File: src/verilog/burst_cfg_pkg.sv
// Package: constants and types for the burst and timing configuration block
`default_nettype none
package burst_cfg_pkg;
  localparam logic [5:0] CFG_ADDR          = 6'h01;
  localparam logic [5:0] SETPOINT_ADDR     = 6'h0d;
  localparam int         SP_WR_BIT         = 6;
  localparam int         SP_OP_BIT         = 7;
  localparam logic [7:0] CFG_RESET         = 8'h04;
  localparam logic [1:0] BL_FIXED16        = 2'h0;
  localparam logic [1:0] BL_FIXED32        = 2'h1;
  localparam logic [1:0] BL_ON_THE_FLY     = 2'h2;
  localparam int         BL_LSB            = 0;
  localparam int         WR_PRE_BIT        = 2;
  localparam int         RD_PRE_BIT        = 3;
  localparam int         WR_LSB            = 4;
  localparam int         READ_POSTAMBLE_LEN_BIT        = 7;
  localparam logic [5:0] BURST16_BEATS     = 6'h10;
  localparam logic [5:0] BURST32_BEATS     = 6'h20;
  localparam int         CNT_W             = 6;

  typedef enum logic [1:0] {
    ST_IDLE  = 2'h0,
    ST_READ  = 2'h1,
    ST_WRITE = 2'h3,
    ST_RECOV = 2'h2
  } state_t;
endpackage
`default_nettype wire

File: src/verilog/setpoint_if.sv
// Interface: link between the core and its two-copy configuration store
`default_nettype none
interface setpoint_if;
  logic       wr_en;
  logic       wr_sel;
  logic [7:0] wr_data;
  logic       op_sel;
  logic [7:0] active_cfg;
  modport core  (output wr_en, output wr_sel, output wr_data, output op_sel,
                 input active_cfg);
  modport store (input wr_en, input wr_sel, input wr_data, input op_sel,
                 output active_cfg);
endinterface
`default_nettype wire

File: src/verilog/setpoint_store.sv
// Two set-point copies of the burst and timing configuration, registered output
`default_nettype none
module setpoint_store (
  input  wire logic clk,
  input  wire logic rst_n,
  setpoint_if.store sp
);
  typedef struct packed {
    logic [1:0][7:0] copy;
    logic [7:0]      active;
  } store_t;

  store_t state_reg;
  store_t state_next;

  // Only the selected copy is written; the active copy feeds the core
  always_comb begin
    state_next = state_reg;
    if (sp.wr_en) begin
      state_next.copy[sp.wr_sel] = sp.wr_data;
    end
    state_next.active = state_next.copy[sp.op_sel];
  end

  always_ff @(posedge clk or negedge rst_n) begin
    if (!rst_n) begin
      state_reg <= {burst_cfg_pkg::CFG_RESET, burst_cfg_pkg::CFG_RESET,
                    burst_cfg_pkg::CFG_RESET};
    end else begin
      state_reg <= state_next;
    end
  end

  assign sp.active_cfg = state_reg.active;
endmodule
`default_nettype wire

File: src/verilog/burst_timing_config.sv
// Burst and timing configuration register with read burst order generator
`default_nettype none
////////////////////////////////////////////////////////////////////////////////
// How it works
// - Burst length field: 00 fixed 16 beats, 01 fixed 32, 10 per command, 11 reserved.
// - Write preamble bit must be 1 for a two-clock preamble; 0 is reserved.
// - Read preamble bit selects static preamble at 0 and toggling preamble at 1.
// - Write recovery field maps to 6,10,16,20,24,30,34,40 cycles before inner precharge.
// - Read postamble bit gives half a clock at 0 and one and a half clocks at 1.
// - In per-command mode the command's length bit picks 16 or 32 beats.
// - A mode write updates only the copy chosen by the set-point write select.
// - The device runs only from the copy chosen by the set-point operate select.
// - The two lowest column bits are taken as zero.
// - Reads start on 4-beat boundaries and wrap within 16, or within the half for 32.
// - This register sits at mode address 01h.
// - Reading this register back gives undefined data.
module burst_timing_config (
  input  wire logic       REF_CLK,
  input  wire logic       RESET_N,
  input  wire logic       MRW_VALID,
  input  wire logic [5:0] MRW_ADDR,
  input  wire logic [7:0] MRW_DATA,
  input  wire logic       MRR_VALID,
  input  wire logic [5:0] MRR_ADDR,
  input  wire logic       RD_CMD,
  input  wire logic       WR_CMD,
  input  wire logic       CMD_BL32,
  input  wire logic       CMD_AUTO_CLOSE_ROW,
  input  wire logic [9:0] CMD_COL,
  output logic [7:0]      MRR_DATA,
  output logic            MRR_VALID_OUT,
  output logic            BEAT_VALID,
  output logic [9:0]      BEAT_COL,
  output logic            LAST_BEAT,
  output logic            PRECHARGE_START,
  output logic            BUSY,
  output logic            WR_PREAMBLE_2CK,
  output logic            RD_PREAMBLE_TOGGLE,
  output logic            RD_POSTAMBLE_LONG,
  output logic            CFG_RESERVED_ERR
);
  ////////////////////////////////////////////////////////////////////////////
  // Reset release through two flops
  logic [1:0] rst_sync_reg;
  logic       rst_n;

  always_ff @(posedge REF_CLK or negedge RESET_N) begin
    if (!RESET_N) begin
      rst_sync_reg <= 2'h0;
    end else begin
      rst_sync_reg <= {rst_sync_reg[0], 1'b1};
    end
  end
  assign rst_n = rst_sync_reg[1];

  ////////////////////////////////////////////////////////////////////////////
  // Set-point store
  setpoint_if sp ();

  setpoint_store setpoint_store_inst (
    .clk   (REF_CLK),
    .rst_n (rst_n),
    .sp    (sp.store)
  );

  // Counter width, declared ahead of the function that sizes its result with it
  localparam int CNT_W_L = burst_cfg_pkg::CNT_W;

  // Write-recovery code to cycle count
  function automatic logic [CNT_W_L-1:0] recov_cycles(input logic [2:0] code);
    unique case (code)
      3'h0: recov_cycles = 6'h06;
      3'h1: recov_cycles = 6'h0a;
      3'h2: recov_cycles = 6'h10;
      3'h3: recov_cycles = 6'h14;
      3'h4: recov_cycles = 6'h18;
      3'h5: recov_cycles = 6'h1e;
      3'h6: recov_cycles = 6'h22;
      3'h7: recov_cycles = 6'h28;
    endcase
  endfunction

  ////////////////////////////////////////////////////////////////////////////
  // State
  typedef struct packed {
    burst_cfg_pkg::state_t     st;
    logic                      sp_wr;
    logic                      sp_op;
    logic [CNT_W_L-1:0]        beat;
    logic [CNT_W_L-1:0]        len;
    logic [9:0]                base;
    logic                      auto_close;
    logic [CNT_W_L-1:0]        recov;
    logic [9:0]                col;
    logic                      beat_valid;
    logic                      last;
    logic                      pre_start;
    logic                      mrr_valid;
  } core_t;

  core_t state_reg;
  core_t state_next;
  logic [7:0] cfg;
  logic [1:0] bl_sel;
  logic [5:0] cur_len;
  logic [9:0] next_col;

  assign cfg    = sp.active_cfg;
  assign bl_sel = cfg[burst_cfg_pkg::BL_LSB +: 2];

  // Burst length for a new command; reserved code treated as 16 beats
  always_comb begin
    unique case (bl_sel)
      burst_cfg_pkg::BL_FIXED32:    cur_len = burst_cfg_pkg::BURST32_BEATS;
      burst_cfg_pkg::BL_ON_THE_FLY: cur_len = CMD_BL32 ? burst_cfg_pkg::BURST32_BEATS
                                                       : burst_cfg_pkg::BURST16_BEATS;
      default:                      cur_len = burst_cfg_pkg::BURST16_BEATS;
    endcase
  end

  // Read column order: wrap in 16 within the start half, then the other half
  always_comb begin
    logic [4:0] off;
    logic [3:0] low;
    off      = 5'h0;
    low      = state_reg.base[3:0] + state_reg.beat[3:0];
    off[3:0] = low;
    off[4]   = state_reg.base[4] ^ state_reg.beat[4];
    next_col = {state_reg.base[9:5], off};
  end

  // Sequencing of config writes, bursts and write recovery
  always_comb begin
    state_next            = state_reg;
    state_next.beat_valid = 1'b0;
    state_next.last       = 1'b0;
    state_next.pre_start  = 1'b0;
    state_next.mrr_valid  = MRR_VALID && (MRR_ADDR == burst_cfg_pkg::CFG_ADDR);
    if (MRW_VALID && MRW_ADDR == burst_cfg_pkg::SETPOINT_ADDR) begin
      state_next.sp_wr = MRW_DATA[burst_cfg_pkg::SP_WR_BIT];
      state_next.sp_op = MRW_DATA[burst_cfg_pkg::SP_OP_BIT];
    end
    unique case (state_reg.st)
      burst_cfg_pkg::ST_IDLE: begin
        if (RD_CMD) begin
          state_next.st   = burst_cfg_pkg::ST_READ;
          state_next.len  = cur_len;
          state_next.beat = '0;
          // 16-beat reads ignore column bit 4 except as the start offset
          state_next.base = {CMD_COL[9:2], 2'b00};
          if (cur_len == burst_cfg_pkg::BURST16_BEATS) begin
            state_next.base[9:4] = {CMD_COL[9:5], 1'b0};
            state_next.base[4]   = CMD_COL[4];
          end
          state_next.auto_close = CMD_AUTO_CLOSE_ROW;
        end else if (WR_CMD) begin
          state_next.st         = burst_cfg_pkg::ST_WRITE;
          state_next.len        = cur_len;
          state_next.beat       = '0;
          state_next.base       = {CMD_COL[9:2], 2'b00};
          state_next.auto_close = CMD_AUTO_CLOSE_ROW;
        end
      end
      burst_cfg_pkg::ST_READ: begin
        state_next.beat_valid = 1'b1;
        state_next.col        = next_col;
        state_next.beat       = state_reg.beat + 6'd1;
        if (state_reg.beat == state_reg.len - 6'd1) begin
          state_next.last = 1'b1;
          state_next.st   = burst_cfg_pkg::ST_IDLE;
        end
      end
      burst_cfg_pkg::ST_WRITE: begin
        // Write beats are counted only; write ordering lives elsewhere
        state_next.beat = state_reg.beat + 6'd1;
        if (state_reg.beat == state_reg.len - 6'd1) begin
          state_next.st    = state_reg.auto_close ? burst_cfg_pkg::ST_RECOV
                                                  : burst_cfg_pkg::ST_IDLE;
          state_next.recov = recov_cycles(cfg[burst_cfg_pkg::WR_LSB +: 3]);
        end
      end
      burst_cfg_pkg::ST_RECOV: begin
        state_next.recov = state_reg.recov - 6'd1;
        if (state_reg.recov == 6'd1) begin
          state_next.pre_start = 1'b1;
          state_next.st        = burst_cfg_pkg::ST_IDLE;
        end
      end
    endcase
  end

  always_ff @(posedge REF_CLK or negedge rst_n) begin
    if (!rst_n) begin
      state_reg <= '0;
    end else begin
      state_reg <= state_next;
    end
  end

  // Config writes routed to the store by address
  assign sp.wr_en   = MRW_VALID && (MRW_ADDR == burst_cfg_pkg::CFG_ADDR);
  assign sp.wr_sel  = state_reg.sp_wr;
  assign sp.wr_data = MRW_DATA;
  assign sp.op_sel  = state_reg.sp_op;

  ////////////////////////////////////////////////////////////////////////////
  // Outputs
  // Write-only register: read data is a fixed filler, not the stored value
  assign MRR_DATA           = 8'h00;
  assign MRR_VALID_OUT      = state_reg.mrr_valid;
  assign BEAT_VALID         = state_reg.beat_valid;
  assign BEAT_COL           = state_reg.col;
  assign LAST_BEAT          = state_reg.last;
  assign PRECHARGE_START    = state_reg.pre_start;
  assign BUSY               = state_reg.st != burst_cfg_pkg::ST_IDLE;
  assign WR_PREAMBLE_2CK    = cfg[burst_cfg_pkg::WR_PRE_BIT];
  assign RD_PREAMBLE_TOGGLE = cfg[burst_cfg_pkg::RD_PRE_BIT];
  assign RD_POSTAMBLE_LONG  = cfg[burst_cfg_pkg::READ_POSTAMBLE_LEN_BIT];
  // Flags a programmed reserved code so a misbehaving controller is visible
  assign CFG_RESERVED_ERR   = (bl_sel == 2'h3) || !cfg[burst_cfg_pkg::WR_PRE_BIT];
endmodule
`default_nettype wire

File: config.mk
export PLATFORM = sky130hd
export DESIGN_NAME = burst_timing_config
export DESIGN_NICKNAME = d
export VERILOG_FILES = /design/src/verilog/burst_cfg_pkg.sv /design/src/verilog/setpoint_if.sv /design/src/verilog/setpoint_store.sv /design/src/verilog/burst_timing_config.sv
export SDC_FILE = /design/constraint.sdc
export NUM_CORES = 1
export LEC_CHECK = 0
export ABC_AREA = 1
export BUFFER_PORTS_ARGS = -buffer_cell sky130_fd_sc_hd__buf_4
export CORE_ASPECT_RATIO = 1.4
export CORE_MARGIN = 1
export CORE_UTILIZATION = 50
export CTS_CLUSTER_DIAMETER = 60
export CTS_CLUSTER_SIZE = 28
export DETAILED_ROUTE_END_ITERATION = 8
export GPL_ROUTABILITY_DRIVEN = 0
export PLACE_DENSITY_LB_ADDON = 0.15
export SYNTH_ARGS = -nofsm -noshare
export SYNTH_HDL_FRONTEND = slang
export SYNTH_HIERARCHICAL = 1
export SYNTH_SLANG_ARGS = --single-unit
File: constraint.sdc
create_clock -name REF_CLK -period 2.1 [get_ports REF_CLK]
set_input_delay 0.63 -clock REF_CLK [delete_from_list [all_inputs] [get_ports REF_CLK]]
set_output_delay 0.63 -clock REF_CLK [all_outputs]
set_load 0.01 [all_outputs]
==> out/metrics.yaml <==
dieArea_um2: 7470
finalMaxSlewViolations: 0
path_buf_inv: 2
wirelength_um: 6340
synth_top_family_by_area: "simple AND/OR/NAND/NOR gates"
grt_pass1_wl_um: 11200
n_fill_cell: 695
powerDensity_nw_per_um2: 1130
cts_tree: "built"
path_cells: "inv_8 -> nand2_1 -> buf_4"
clkSinkCount: 67
syn_area_per_cell_um2: 8.48
fin_crit_ps: 1900
critPathTopFamily: "flip-flops"
fp.coreArea_um2: 6940
synth_xor_area_share_pct: 1.23
cp-start-kind: "flip-flop"
cpPeakStageDelay_ps: 510
drtIter0Drc: 128
port_buffers: 54
layout_commonest_cell: "nand2_1"
wl_per_cell_um: 11.3
hold_viol_final: 0
synth_mux_area_share_pct: 0
largest_reg_flops: 20
htree_levels: 3
cts_setup_buffers: 0
synth_warnings: 6
diodes: 0
worstSetupPathType: "reg -> out"
cts_buffer_depth: 2
maxCapViolCount: 0
drt_pass1_iterations: 4
yosys.area_share.simple_pct: 28.3
grtUsageTotal_pct: 20.2
start_util_pct: 51.3
synthDistinctLibCells: 38
max_freq_mhz: 527
grt_pass1_vias: 2545
cp_max_fo: 8
synthesis.area_um2: 3560
final_cell_mix: "116 x nand2_1, 62 x dfrtp_1, 56 x buf_4"
antenna_left: 0
rsz0062_at_grt: "no"
cts_buffers: 9
power_mw: 4.60
critPathCaptureType: "primary output"
num_vias: 2640
status: "completed"
grt_max_degree: 66
hpwl_um: 4570
crit_required_ps: 1470
min_period_over_period_pct: 90.3
setup_viol: 0
antenna_found_initial: 0
hp-class: "in -> async"
worst_ep_arrival_time_ps: 1270
die_width_um: 73.3
synthCells: 420
routed_via_density: 4.71
leakagePower_nw: 2.16
clkLatencyLatePin_ps: 350
nNetsFinal: 509
overflow: 0
die_y_um: 102
top_level_ports: 65
synthAdderAreaFrac_pct: 3.51
ir_drop_v: 0.000386
cts.reportedPaths.clkPinSlew_ps: 70
drc: 0
synth_compound_gate_area_share_pct: 4.64
rows: 36
fin_worst_skew_ps: 6.93
slowest_stage: "dfrtp_2"
cts_root_buf: "clkbuf_8"
area_growth_pct: 14.0
drive_gt1_share_pct: 21.2
seq_area_frac_synth_pct: 47.2
ys_ff_latch: 67
fin_setup_tns_ps: 0
[path summary, 6_finish.rpt]
kind,startpoint,to,slack [ps],cells past startpoint
setup reg to reg,state_reg[37]$_DFFE_PN0P_,state_reg[16]$_DFFE_PN0P_,700,8
min in group REF_CLK,rst_sync_reg[0]$_DFF_PN0_,rst_sync_reg[1]$_DFF_PN0_,360,0
hold reg to reg,rst_sync_reg[1]$_DFF_PN0_,next_col[5]$_DFFE_PN0P_,250,1
max in group asynchronous,rst_sync_reg[1]$_DFF_PN0_,setpoint_store_inst/sp.active_cfg[2]$_DFF_PN1_,1490,1
hold / removal,RESET_N,rst_sync_reg[1]$_DFF_PN0_,50,1
setup / recovery,state_reg[45]$_DFFE_PN0P_,BUSY,200,3
[cell families (layout without fill, tap and decap cells)]
family / Yosys count / after routing
buffers and inverters: 95 / 134
flip-flops: 67 / 67
other: 2 / 9
AND/OR/NAND/NOR: 212 / 212
XOR/XNOR: 5 / 5
adder cells (fa/ha/maj): 10 / 10
AO/OA/AOI/OAI: 29 / 29
[layer usage]
| layer | GRT usage, % | share of wire [%] |
|---|---|---|
| met2 | 35.5 | 53 |
| met4 | 7.40 | 1.4 |
| met5 | 0 | 0 |
| met1 | 22.5 | 41 |
| met3 | 6.80 | 5.0 |
[final cells by class]
class	count	area [µm²]	area share, %
flip-flops and latches	67	1680	41.5
multi-input cells	265	1380	34.0
repair buffers	58	460	11.4
inverters	60	240	5.92
clock buffers	15	166	4.10
well taps	95	119	2.93
clock inverters	1	7.51	0.185
[through the flow]
step / setup WS (ps) / std cells / hold slack (ps) / util (%) / area (µm²)
6_report: 203 / 561 / 53.6 / 58.5 / 4060
2_1_floorplan: 101 / 427 / 331 / - / 3590
3_5_place_dp: 232 / 545 / 298 / 56.0 / 3880
5_1_grt: 140 / 561 / 30.1 / 58.5 / 4060
4_1_cts: 61.0 / 561 / 32.2 / 58.5 / 4060
3_3_place_gp: 262 / 545 / 294 / 56.0 / 3880
[synth_stat cells (all sizes together)]
master / count / area share [%]
a21boi: 1 / 0.21
a21oi: 8 / 1.2
and2: 16 / 2.8
buf: 35 / 8.2
conb: 2 / 0.21
dfrtp: 64 / 45
dfstp: 3 / 2.2
ha: 10 / 3.5
inv: 60 / 6.7
nand2: 122 / 14
nand3: 50 / 7.9
nand4: 4 / 0.88
nor2: 17 / 2.5
nor4: 2 / 0.35
o211ai: 1 / 0.21
o21ai: 16 / 2.5
o22ai: 3 / 0.53
or2: 1 / 0.18
xnor2: 3 / 0.74
xor2: 2 / 0.49
[power by group]
part	switching [mW]	total (mW)	internal, mW
Clock	0.458	0.953	0.495
Sequential	0.300	1.99	1.69
Combinational	0.948	1.66	0.709
Total	1.71	4.60	2.89
[repair_timing]
item,4_1_cts,5_1_grt
hold buffers,0,0
setup endpoints to repair,0,1
resized for setup,0,1
Power figures use the tool's default switching activity.
